File: src/bkl_ctrl_pkg.sv
/*
  constants of the backlight control register bank: offsets, field positions,
  write masks, reset values, delay codes and timer states.
  assumes a single 25 MHz clock domain and 8-bit registers.
*/
package bkl_ctrl_pkg;
  // register offsets on the internal register port
  localparam logic [7:0] OFS_IRQ_EN  = 8'h01;  // irq_and_dummy_load_enable
  localparam logic [7:0] OFS_LEVEL   = 8'h02;  // backlight_level_control
  localparam logic [7:0] OFS_TIMERS  = 8'h03;  // backlight_timeout_timers
  // irq_and_dummy_load_enable fields
  localparam int BIT_DUMMY_LOAD      = 4;      // dummy_load_enable
  localparam int BIT_LIGHT_IRQ       = 3;      // light_compare_irq_enable
  localparam int BIT_OVP_IRQ         = 2;      // overvoltage_irq_enable
  // backlight_level_control fields
  localparam int POS_LEVEL           = 6;      // brightness_level_select lsb
  localparam int POS_CURVE           = 4;      // fade_curve_select lsb
  localparam int BIT_AUTO_ADJ        = 3;      // ambient_auto_adjust
  localparam int BIT_SOFT_OVP        = 2;      // soft_overvoltage_protect_enable
  localparam int BIT_FADE_BYPASS     = 1;      // fade_bypass
  // backlight_timeout_timers fields
  localparam int POS_OFF_DELAY       = 4;      // backlight_off_delay lsb
  localparam int POS_DIM_DELAY       = 0;      // backlight_dim_delay lsb
  // writable bits; the rest ignore writes and read zero
  localparam logic [7:0] MASK_IRQ_EN = 8'h1C;
  localparam logic [7:0] MASK_LEVEL  = 8'hFE;
  localparam logic [7:0] MASK_TIMERS = 8'hFF;
  // values after reset
  localparam logic [7:0] RST_IRQ_EN  = 8'h00;
  localparam logic [7:0] RST_LEVEL   = 8'h00;
  localparam logic [7:0] RST_TIMERS  = 8'h00;
  // brightness levels
  localparam logic [1:0] LVL_DAY     = 2'h0;   // L1
  localparam logic [1:0] LVL_OFFICE  = 2'h1;   // L2
  localparam logic [1:0] LVL_DARK    = 2'h2;   // L3
  // fade curves
  localparam logic [1:0] CURVE_LIN   = 2'h0;
  localparam logic [1:0] CURVE_SQR   = 2'h1;
  localparam logic [1:0] CURVE_CUB1  = 2'h2;
  localparam logic [1:0] CURVE_CUB2  = 2'h3;
  // dummy load thresholds on the backlight code
  localparam logic [6:0] LOAD_LIM_LIN = 7'h08; // below 8 under linear
  localparam logic [6:0] LOAD_LIM_SQR = 7'h20; // below 32 under square
  // delay code decode: short steps then long steps, in seconds
  localparam logic [3:0] DLY_LONG_FIRST = 4'h8;
  localparam int DLY_SHORT_BASE      = 5;      // code 1 -> 10 s
  localparam int DLY_SHORT_STEP      = 5;
  localparam int DLY_LONG_STEP       = 10;     // code 8 -> 50 s
  localparam int DLY_LONG_OFFSET     = 30;
  // one second at 25 MHz
  localparam int CLK_HZ              = 25000000;
  localparam int SECOND_S            = 1;
  localparam int CYC_PER_SECOND      = SECOND_S * CLK_HZ;
  // backlight timer states
  typedef enum logic [1:0] {
    BKL_IDLE = 2'b00,  // driver disabled
    BKL_RUN  = 2'b01,  // backlight lit, timers counting
    BKL_OFF  = 2'b10   // off delay expired
  } bkl_timer_e;
endpackage : bkl_ctrl_pkg

File: src/bkl_ctrl_regs.sv
/*
  backlight control register bank: interrupt enables and dummy load,
  level/curve/auto-adjust/protection/fade bypass, and the off and dim timers.
  assumes the serial interface decoder drives the register port on mclk and
  that comparator, overvoltage and driver enable signals are on mclk too.
*/
`timescale 1ns/1ps
module bkl_ctrl_regs #(
  parameter int CYC_PER_SEC = bkl_ctrl_pkg::CYC_PER_SECOND  // shorten in simulation
) (
  input  wire logic       mclk,
  input  wire logic       rstn,
  input  wire logic       regWrEn,            // write strobe from serial decoder
  input  wire logic       regRdEn,            // read strobe from serial decoder
  input  wire logic [7:0] regAddr,            // register offset
  input  wire logic [7:0] regWrData,          // write data
  input  wire logic [6:0] backlightCode,      // present backlight sink code
  input  wire logic [1:0] ambientLevel,       // comparator verdict, level code
  input  wire logic       lightCompareTrip,   // comparator trip event
  input  wire logic       overvoltageTrip,    // overvoltage detect event
  input  wire logic       backlightDriverEnable, // mode register enable bit
  input  wire logic       hostDimSet,         // host writes dim bit to 1
  input  wire logic       hostDimClear,       // host writes dim bit to 0
  output logic [7:0]      regRdData,          // read data, one cycle after regRdEn
  output logic            dummyLoadOn,        // 1 mA dummy load switch
  output logic            lightCompareIrq,    // gated comparator interrupt pulse
  output logic            overvoltageIrq,     // gated overvoltage interrupt pulse
  output logic [1:0]      brightnessLevel,    // operating level in force
  output logic [1:0]      fadeCurve,          // fade transfer characteristic
  output logic            softOvpEnable,      // soft overvoltage protection
  output logic            fadeBypass,         // fade override
  output logic            backlightOn,        // backlight lit
  output logic            fadeOutApply,       // fade-out used when turning off
  output logic            dimActive           // dim mode active
);
  localparam int PW = $clog2(CYC_PER_SEC + 1);

  // stored registers
  logic [7:0] irqEn_r;                         // irq_and_dummy_load_enable
  logic [7:0] level_r;                         // backlight_level_control
  logic [7:0] timers_r;                        // backlight_timeout_timers
  logic [7:0] rdData_r;                        // registered read data
  logic       dummyLoad_r;                     // dummy load switch
  logic       lightIrq_r;                      // gated comparator pulse
  logic       ovpIrq_r;                        // gated overvoltage pulse
  logic       enPrev_r;                        // driver enable, last cycle
  logic       on_r;                            // backlight lit
  logic       dim_r;                           // dim active
  logic       dimTimed_r;                      // dim owned by the dim timer
  logic       fadeOut_r;                       // fade-out on turn-off, inverse of bypass
  logic [PW-1:0] prescale_r;                   // cycles into current second
  logic [6:0] offSecs_r;                       // seconds since enable
  logic [6:0] dimSecs_r;                       // seconds since enable
  bkl_ctrl_pkg::bkl_timer_e state_r;           // timer state
  bkl_ctrl_pkg::bkl_timer_e state_nxt;

  // delay code to seconds
  function automatic logic [6:0] bkl_decode(input logic [3:0] code);
    logic [6:0] secs;
    secs = 7'h00;
    if (code == 4'h0)
      secs = 7'h00;
    else if (code < bkl_ctrl_pkg::DLY_LONG_FIRST)
      secs = 7'(bkl_ctrl_pkg::DLY_SHORT_BASE + bkl_ctrl_pkg::DLY_SHORT_STEP * int'(code));
    else
      secs = 7'(bkl_ctrl_pkg::DLY_LONG_STEP * int'(code) - bkl_ctrl_pkg::DLY_LONG_OFFSET);
    return secs;
  endfunction : bkl_decode

  // address decode
  wire selIrq    = (regAddr == bkl_ctrl_pkg::OFS_IRQ_EN);
  wire selLevel  = (regAddr == bkl_ctrl_pkg::OFS_LEVEL);
  wire selTimers = (regAddr == bkl_ctrl_pkg::OFS_TIMERS);

  // fields
  wire [1:0] curve     = level_r[bkl_ctrl_pkg::POS_CURVE +: 2];
  wire [3:0] offCode   = timers_r[bkl_ctrl_pkg::POS_OFF_DELAY +: 4];
  wire [3:0] dimCode   = timers_r[bkl_ctrl_pkg::POS_DIM_DELAY +: 4];
  wire [6:0] offLimit  = bkl_decode(offCode);
  wire [6:0] dimLimit  = bkl_decode(dimCode);

  // comparator verdict clamped to the three defined levels
  wire [1:0] ambLevel  = (ambientLevel > bkl_ctrl_pkg::LVL_DARK) ? bkl_ctrl_pkg::LVL_DARK : ambientLevel;

  // level register next value: host bits masked, level field owned by auto-adjust
  wire [7:0] hostLevel = regWrData & bkl_ctrl_pkg::MASK_LEVEL;
  wire [7:0] levelWr   = (regWrEn && selLevel) ? hostLevel : level_r;
  wire       autoNext  = levelWr[bkl_ctrl_pkg::BIT_AUTO_ADJ];
  wire [1:0] lvlHost   = (levelWr[bkl_ctrl_pkg::POS_LEVEL +: 2] > bkl_ctrl_pkg::LVL_DARK)
                         ? level_r[bkl_ctrl_pkg::POS_LEVEL +: 2] : levelWr[bkl_ctrl_pkg::POS_LEVEL +: 2];
  wire [1:0] lvlNext   = autoNext ? ambLevel : lvlHost;
  wire [7:0] level_nxt = {lvlNext, levelWr[5:0]};

  // dummy load threshold per curve
  wire loadLin   = (curve == bkl_ctrl_pkg::CURVE_LIN) && (backlightCode < bkl_ctrl_pkg::LOAD_LIM_LIN);
  wire loadSqr   = (curve == bkl_ctrl_pkg::CURVE_SQR) && (backlightCode < bkl_ctrl_pkg::LOAD_LIM_SQR);
  wire load_nxt  = irqEn_r[bkl_ctrl_pkg::BIT_DUMMY_LOAD] && (loadLin || loadSqr);

  // read mux
  wire [7:0] rdMux = selIrq ? irqEn_r : selLevel ? level_r : selTimers ? timers_r : 8'h00;

  // timer events
  wire enRise    = backlightDriverEnable && !enPrev_r;
  wire secTick   = (prescale_r == PW'(CYC_PER_SEC - 1));
  wire offExpire = (state_r == bkl_ctrl_pkg::BKL_RUN) && (offLimit != 7'h00) && (offSecs_r >= offLimit);
  wire dimExpire = (state_r == bkl_ctrl_pkg::BKL_RUN) && dimTimed_r && (dimSecs_r >= dimLimit);

  // timer state transitions
  always_comb begin
    state_nxt = state_r;
    case (state_r)
      bkl_ctrl_pkg::BKL_IDLE: begin
        if (enRise) state_nxt = bkl_ctrl_pkg::BKL_RUN;           // start timers
      end
      bkl_ctrl_pkg::BKL_RUN: begin
        if (!backlightDriverEnable) state_nxt = bkl_ctrl_pkg::BKL_IDLE;
        else if (offExpire) state_nxt = bkl_ctrl_pkg::BKL_OFF;
      end
      bkl_ctrl_pkg::BKL_OFF: begin
        if (!backlightDriverEnable) state_nxt = bkl_ctrl_pkg::BKL_IDLE;
      end
      default: state_nxt = bkl_ctrl_pkg::BKL_IDLE;
    endcase
  end

  // register writes
  always_ff @(posedge mclk) begin
    if (!rstn) begin
      irqEn_r  <= bkl_ctrl_pkg::RST_IRQ_EN;
      level_r  <= bkl_ctrl_pkg::RST_LEVEL;
      timers_r <= bkl_ctrl_pkg::RST_TIMERS;
      // fade-out follows the reset value of the bypass bit
      fadeOut_r <= !bkl_ctrl_pkg::RST_LEVEL[bkl_ctrl_pkg::BIT_FADE_BYPASS];
    end else begin
      if (regWrEn && selIrq) irqEn_r <= regWrData & bkl_ctrl_pkg::MASK_IRQ_EN;
      level_r <= level_nxt;
      // registered beside the level register so it moves in the same cycle as bypass
      fadeOut_r <= !level_nxt[bkl_ctrl_pkg::BIT_FADE_BYPASS];
      if (regWrEn && selTimers) timers_r <= regWrData & bkl_ctrl_pkg::MASK_TIMERS;
    end
  end

  // read data, dummy load and gated interrupt pulses
  always_ff @(posedge mclk) begin
    if (!rstn) begin
      rdData_r    <= 8'h00;
      dummyLoad_r <= 1'b0;
      lightIrq_r  <= 1'b0;
      ovpIrq_r    <= 1'b0;
    end else begin
      if (regRdEn) rdData_r <= rdMux;
      dummyLoad_r <= load_nxt;
      lightIrq_r  <= lightCompareTrip && irqEn_r[bkl_ctrl_pkg::BIT_LIGHT_IRQ];
      ovpIrq_r    <= overvoltageTrip && irqEn_r[bkl_ctrl_pkg::BIT_OVP_IRQ];
    end
  end

  // seconds prescaler and elapsed counters, restarted on enable
  always_ff @(posedge mclk) begin
    if (!rstn || enRise || state_r != bkl_ctrl_pkg::BKL_RUN) begin
      prescale_r <= '0;
      offSecs_r  <= 7'h00;
      dimSecs_r  <= 7'h00;
    end else begin
      prescale_r <= secTick ? '0 : prescale_r + PW'(1);
      if (secTick && offSecs_r != 7'h7F) offSecs_r <= offSecs_r + 7'h01;
      if (secTick && dimSecs_r != 7'h7F) dimSecs_r <= dimSecs_r + 7'h01;
    end
  end

  // timer state, backlight on and dim ownership
  always_ff @(posedge mclk) begin
    if (!rstn) begin
      state_r    <= bkl_ctrl_pkg::BKL_IDLE;
      enPrev_r   <= 1'b0;
      on_r       <= 1'b0;
      dim_r      <= 1'b0;
      dimTimed_r <= 1'b0;
    end else begin
      state_r  <= state_nxt;
      enPrev_r <= backlightDriverEnable;
      on_r     <= (state_nxt == bkl_ctrl_pkg::BKL_RUN);
      if (hostDimSet) begin
        // manual dim holds until the host clears it or an enable rise with a nonzero dim code hands it to the dim timer; set wins over expiry
        dim_r      <= 1'b1;
        dimTimed_r <= 1'b0;
      end else if (hostDimClear) begin
        dim_r      <= 1'b0;
        dimTimed_r <= 1'b0;
      end else if (enRise && dimCode != 4'h0) begin
        dim_r      <= 1'b1;
        dimTimed_r <= 1'b1;
      end else if (dimExpire || (dimTimed_r && state_nxt == bkl_ctrl_pkg::BKL_IDLE)) begin
        dim_r      <= 1'b0;
        dimTimed_r <= 1'b0;
      end
    end
  end

  // outputs straight from flip-flops
  assign regRdData       = rdData_r;
  assign dummyLoadOn     = dummyLoad_r;
  assign lightCompareIrq = lightIrq_r;
  assign overvoltageIrq  = ovpIrq_r;
  assign brightnessLevel = level_r[bkl_ctrl_pkg::POS_LEVEL +: 2];
  assign fadeCurve       = level_r[bkl_ctrl_pkg::POS_CURVE +: 2];
  assign softOvpEnable   = level_r[bkl_ctrl_pkg::BIT_SOFT_OVP];
  assign fadeBypass      = level_r[bkl_ctrl_pkg::BIT_FADE_BYPASS];
  assign backlightOn     = on_r;
  assign fadeOutApply    = fadeOut_r;
  assign dimActive       = dim_r;
endmodule : bkl_ctrl_regs

File: config.mk
export PLATFORM = sky130hd
export DESIGN_NAME = bkl_ctrl_regs
export DESIGN_NICKNAME = d
export VERILOG_FILES = /design/src/bkl_ctrl_pkg.sv /design/src/bkl_ctrl_regs.sv
export SDC_FILE = /design/constraint.sdc
export NUM_CORES = 1
export LEC_CHECK = 0
export BUFFER_PORTS_ARGS = -buffer_cell sky130_fd_sc_hd__buf_2
export CORE_UTILIZATION = 35
export CTS_CLUSTER_SIZE = 40
export DETAILED_ROUTE_END_ITERATION = 8
export GPL_TIMING_DRIVEN = 0
export SETUP_SLACK_MARGIN = 0.05
export SLEW_MARGIN = 40
export SYNTH_ARGS = -nofsm -noshare
export SYNTH_HDL_FRONTEND = slang
export SYNTH_SLANG_ARGS = --single-unit
File: constraint.sdc
create_clock -name mclk -period 7.7 [get_ports mclk]
set_input_delay 1.54 -clock mclk [delete_from_list [all_inputs] [get_ports mclk]]
set_output_delay 1.54 -clock mclk [all_outputs]
set_load 0.01 [all_outputs]
==> results of run 1 <==
==> worst reg2reg max path, cell delays in order, from the launching register on <==
cell and delay [ps]:
dfxtp_1 500, ha_1 320, ha_1 290, ha_1 330, a31oi_1 260, o21ai_0 130, a311oi_1 510, ha_1 350
a21oi_1 140, nor3_1 60, a41o_1 240, o221a_2 290
==> final cells by class <==
class | count | share of cell area
well taps | 172 | 0.0402
plain buffers | 19 | 0.0208
flip-flops and latches | 75 | 0.281
multi-input cells | 387 | 0.530
clock inverters | 5 | 0.0154
clock buffers | 11 | 0.0472
repair buffers | 47 | 0.0440
inverters | 31 | 0.0217
==> metrics by stage <==
step / instance area, um2 / total power, mW / setup WS, ps / utilization / hold WS, ps
after floorplan: 4550 / 0.416 / 4650 / - / 417
after global placement: 5000 / 0.430 / 4250 / 0.395 / 429
after detailed placement: 5010 / 0.431 / 4240 / 0.396 / 448
after CTS: 5350 / 0.900 / 4210 / 0.422 / 456
after global routing: 5350 / 0.924 / 3900 / 0.422 / 476
final: 5350 / 0.890 / 4180 / 0.422 / 448
==> kinds of logic after synthesis <==
kind of cell             share of synthesized area
multiplexers                                0.0544
XOR/XNOR                                    0.0731
adder cells (fa/ha/maj)                      0.120
buffers and inverters                       0.0500
AO/OA/AOI/OAI                                0.129
flip-flops                                   0.330
AND/OR/NAND/NOR                              0.245
==> synth_stat cells, types with 4 or more instances <==
cell	number
nand2_1	30
nor2b_1	18
xnor2_1	16
buf_4	6
ha_1	42
a21o_1	4
or4_1	5
o31ai_1	5
nor2_1	43
dfxtp_1	75
mux2_2	5
a21oi_1	17
nor3_1	10
a21boi_0	4
o211ai_1	5
xor2_1	22
nand4_1	12
and3_1	8
nand3_1	21
clkbuf_1	9
mux2i_1	18
and2_1	11
nand2b_1	9
a31oi_1	4
o22ai_1	8
a22oi_1	8
inv_1	31
o21ai_0	13
==> how the worst max path moves through the flow <==
stage / start / end / cells past startpoint
2_1_floorplan: timers_r[5] / state_r[1] / 11
3_3_place_gp: timers_r[5] / state_r[1] / 11
3_5_place_dp: timers_r[5] / state_r[1] / 11
4_1_cts: timers_r[5] / state_r[1] / 11
5_1_grt: timers_r[5] / state_r[1] / 11
6_report: timers_r[5] / state_r[1] / 11
==> metal layers <==
metal	wire (um)	GRT usage	vias up
met5	0	0	-
met4	108	0.0453	0
met3	361	0.0413	9
met2	4610	0.268	59
met1	4550	0.185	1739
li1	-	-	1947
==> layout by cell type (no fill, tap or decap), drive strengths merged, types with 5 or more instances in the layout <==
master  instances
dfxtp          75
buf            57
nor2           44
ha             42
inv            33
nand2          30
xor2           22
nand3          21
clkbuf         20
nor2b          18
mux2i          18
a21oi          17
xnor2          16
nand4          15
o21ai          13
and2           12
nor3           10
nand2b          9
and3            9
a22oi           8
o22ai           8
mux2            6
o211ai          5
o31ai           5
or4             5
and4            5
==> state kept, by name, indices dropped and copies added (netlist names) <==
signal,cells
dimTimed_r,1
backlightOn,1
lightCompareIrq,1
prescale_r,25
irqEn_r,3
timers_r,8
fadeOutApply,1
enPrev_r,1
dummyLoadOn,1
state_r,2
level_r,7
dimActive,1
regRdData,8
dimSecs_r,7
offSecs_r,7
overvoltageIrq,1
==> power by group through the flow <==
stage / combinational, mW / sequential [mW] / clock, mW
floorplan: 0.0162 / 0.399 / 0
global placement: 0.0311 / 0.399 / 0
detailed placement: 0.0315 / 0.399 / 0
CTS: 0.0316 / 0.391 / 0.477
global route: 0.0345 / 0.391 / 0.499
finish: 0.0313 / 0.391 / 0.468
==> flow_summary_export.csv, run 1 <==
group,metric,value,unit
pwr,power_density,166,nW/um2
hold_path,holdPathStages,1,
layout,fill_cells,1269,
job,drv_cap,0,
yosys,synth-edff-count,0,
timing,tightest_slew,576,ps
pwr,combPwrFrac,0.035,
cts,cts-resized-gates,0,
yosys,synth_area_leaders,"dfxtp_1 33%, ha_1 12%, xor2_1 4.2%",
worst_setup_path,cp_max_fo,8,
timing,period_share,0.457,
worst_setup_path,path_buf_inv,0,
place,gp_congestion,0.813,
cts,root_buffer,"clkbuf_16",
layout,multiInputGateArea,2840,um2
worst_setup_path,cp.required,7920,ps
timing,clock_skew,7.85,ps
cts,cts_tree,"done",
hold_path,min-delay-path-class,"reg -> reg",
floorplanning,fp.dieW,116,um
floorplanning,num_io_pins,54,
detailed_routing,ant_nets,0,
layout,regArea,1500,um2
worst_setup_path,start_kind,"flop",
cts,cts.sinks,75,
place,numPortBuffers,47,
pwr,p_leak,2.18,nW
global_routing,track_usage,0.154,
pwr,internal_power,706,uW
yosys,synth.distinct_cells,65,
cts,cts_hold_buffers,0,
floorplanning,rows,41,
worst_setup_path,path_delay_family,"compound AO/OA/AOI/OAI gates",
worst_setup_path,path_class,"reg -> reg",
floorplanning,coreArea,12700,um2
timing,rsz0062_at_grt,"false",
timing,relSlewSlack,0.614,
worst_setup_path,timing.reg2reg.setup_slack,4180,ps
worst_setup_path,timing.rr.end,"state_r[1]",
detailed_routing,wl_per_cell,12.9,um
yosys,yosysTopAreaCell,"dfxtp_1",
worst_setup_path,cpMostUsedCell,"ha_1",
cts,clock_path_buffers,2,
timing,fin_tns_setup,0,ps
global_routing,grt_pass1_wl,16300,um
global_routing,grt_overflow,0,
cts,clock_latency,340,ps
global_routing,antenna_found_initial,0,
timing,hold_viol,0,
run_status,status,"finished, final reports clean",
cts,clk_pin_slew,60,ps
timing,final-max-slew-violation-count,0,
detailed_routing,firstDrtPassIters,4,
worst_setup_path,crit_path_top_delay_cell,"a311oi_1",
yosys,synthCells,512,
detailed_routing,via_per_inst,5.03,
cts,cts_setup_buffers,0,
yosys,ys.flop_type,"dfxtp_1",
layout,n_antenna_cell,0,
global_routing,grt_pass1_vias,3562,
floorplanning,initial_utilization,0.359,
detailed_routing,drc,0,
timing,min_period,3520,ps
detailed_routing,vias,3754,
timing,setup_viol,0,
detailed_routing,drt_iter0_drc,179,
yosys,synth-async-reset-ratio,0,
pwr,power.share.clock,0.526,
yosys,ys_seq_area_frac,0.330,
pwr,ir_worst_vdd,0.0886,mV
layout,area_growth_syn_to_layout,17.5,%
yosys,ys_ff_latch,75,
yosys,yosys.area.top_type_share,0.330,
pwr,seqPwrFrac,0.439,
worst_setup_path,critPathMaxStageDelay,510,ps
detailed_routing,drt-total-wl,9620,um
worst_setup_path,rr_worst_depth,11,
hold_path,hp-start,"prescale_r[0]",
cts,htreeDepth,3,
hold_path,holdPathEnd,"prescale_r[0]",
worst_setup_path,crit_path_end_kind,"flop",
yosys,yosysWarningCount,0,
layout,drive_above_1_share,0.170,
global_routing,grt_max_degree,14,
worst_setup_path,cp.arrival,3740,ps
worst_setup_path,rr_startpoint,"timers_r[5]",
place,dpl.cell_count,731,
layout,fin_cells,747,
yosys,netlist_area,4550,um2
layout,num-nets-final,647,
worst_setup_path,worstPathCellList,"ha_1 -> ha_1 -> ha_1 -> a31oi_1 -> o21ai_0 -> a311oi_1 -> ha_1 -> a21oi_1 -> nor3_1 -> a41o_1 -> o221a_2",
cts,cts_inserted_buffers,9,
yosys,avgSynthCellArea,8.90,um2
pwr,sw_frac_of_total,0.207,
yosys,syn_nets,589,
timing,timing.fmax,284,MHz
place,dp_hpwl,7330,um
floorplanning,die_h,116,um
pwr,p_switching,184,uW
floorplanning,die_area,13500,um2
Note: power is estimated with default switching activity, not from simulation.
==> run 2, diff against run 1 <==
clock period = 3.19 ns   (was 7.7 ns; I/O delays follow)
==> flow_summary_export.csv, run 2 (synthesized netlist as in run 1, its figures left out) <==
group,metric,value,unit
hold_path,min-delay-path-class,"reg -> reg",
cts,cts_hold_buffers,0,
layout,num-nets-final,651,
global_routing,grt_overflow,0,
detailed_routing,vias,3793,
timing,min_period,2980,ps
layout,top_register,"prescale_r",
timing,tightest_slew,584,ps
layout,fin_cells,751,
job,drv_cap,0,
detailed_routing,drt-total-wl,9720,um
place,dp_slack,-274,ps
place,dpl.cell_count,731,
layout,largest_reg_flops,25,
cts,cts.sinks,75,
place,gp_congestion,0.813,
cts,htreeDepth,3,
floorplanning,num_io_pins,54,
cts,clk_pin_slew,60,ps
timing,final-max-slew-violation-count,0,
global_routing,grt_pass1_vias,3573,
worst_setup_path,path_class,"reg -> reg",
timing,hold_viol,0,
timing,worst_slack,211,ps
place,dp_hpwl,7330,um
detailed_routing,dr.max_layer_used,"met4",
layout,drive_above_1_share,0.199,
floorplanning,rows,41,
detailed_routing,firstDrtPassIters,4,
layout,layout_commonest_cell,"dfxtp_1",
cts,cts_inserted_buffers,9,
worst_setup_path,worstPathCellList,"inv_1 -> ha_1 -> ha_1 -> and3_1 -> or3_1 -> a32oi_2 -> ha_1 -> a41o_1 -> o221a_2",
worst_setup_path,cp.arrival,3200,ps
cts,cts_tree,"done",
timing,clock_skew,7.97,ps
detailed_routing,route.met3.wl,363,um
timing,period_share,0.934,
worst_setup_path,cp.required,3410,ps
detailed_routing,drc,0,
global_routing,track_usage,0.154,
worst_setup_path,critPathMaxStageDelay,450,ps
worst_setup_path,path_delay_family,"adder cells",
layout,area_growth_syn_to_layout,19.7,%
cts,clock_path_buffers,2,
floorplanning,die_area,13500,um2
detailed_routing,wl_per_cell,12.9,um
detailed_routing,drt_iter0_drc,179,
place,numPortBuffers,47,
global_routing,antenna_found_initial,0,
floorplanning,coreArea,12700,um2
timing,setup_viol,0,
floorplanning,initial_utilization,0.359,
layout,n_antenna_cell,0,
cts,clock_latency,340,ps
timing,timing.fmax,336,MHz
detailed_routing,via_per_inst,5.05,
pwr,p_leak,2.20,nW
global_routing,grt_pass1_wl,16300,um
floorplanning,die_h,116,um
pwr,power_density,395,nW/um2
cts,root_buffer,"clkbuf_16",
run_status,status,"finished, final reports clean",
worst_setup_path,crit_path_top_delay_cell,"dfxtp_2",
worst_setup_path,cp_max_fo,10,
worst_setup_path,start_kind,"flop",
detailed_routing,met2_length,4650,um
pwr,ir_worst_vdd,0.213,mV
detailed_routing,ant_nets,0,
worst_setup_path,crit_path_end_kind,"flop",
global_routing,grt_max_degree,14,
worst_setup_path,cpMostUsedCell,"ha_1",
worst_setup_path,path_buf_inv,1,
timing,relSlewSlack,0.609,
detailed_routing,wl_met1,4590,um
timing,rsz0062_at_grt,"false",
floorplanning,fp.dieW,116,um
layout,final_cell_mix,"70 x dfxtp_1, 49 x buf_2, 43 x nor2_1",
run 2: cell types whose count changed in the layout (fill, tap and decap cells not counted), sizes merged:
cell	change
buf	+4
run 2: path summary, 6_finish.rpt:
check	slack [ps]	end	depth (start not counted)	start
setup reg to reg	210	state_r[1]	9	timers_r[4]
hold / removal	450	prescale_r[0]	1	prescale_r[0]
hold reg to reg	450	prescale_r[0]	1	prescale_r[0]
setup / recovery	210	state_r[1]	9	timers_r[4]
run 2: area by class of cell:
class | instances | area [um2]
Inverter | 31 | 116
Buffer | 19 | 111
Tap cell | 172 | 215
Timing Repair Buffer | 51 | 265
Clock inverter | 5 | 82.6
Sequential cell | 75 | 1510
Fill cell | 1255 | 7220
Clock buffer | 11 | 253
Multi-Input combinational cell | 387 | 2900
run 2: timing repair:
item | CTS | global route
endpoints found under the setup margin | 3 | 5
buffers inserted | 0 | 4
resized for setup | 9 | 7
pin swaps | 2 | 3
run 2: layer usage:
metal / vias up / GRT usage
li1: 1963 / -
met1: 1755 / 0.186
met2: 66 / 0.269
met3: 9 / 0.0413
met4: 0 / 0.0453
met5: - / 0
run 2: metrics by stage:
| step | area (um2) | hold slack (ps) | util | power [mW] | setup TNS, ps |
|---|---|---|---|---|---|
| CTS | 5400 | 456 | 0.426 | 2.17 | 0 |
| finish | 5450 | 448 | 0.430 | 2.15 | 0 |
| global route | 5450 | 476 | 0.430 | 2.23 | 0 |
| floorplan | 4550 | 417 | - | 1.00 | 0 |
| global placement | 5000 | 429 | 0.395 | 1.04 | -580 |
| detailed placement | 5010 | 448 | 0.396 | 1.04 | -675 |
run 2: power breakdown:
part	switching, mW	internal [mW]
clock network	0.402	0.732
logic	0.0445	0.0327
registers	0.00286	0.939
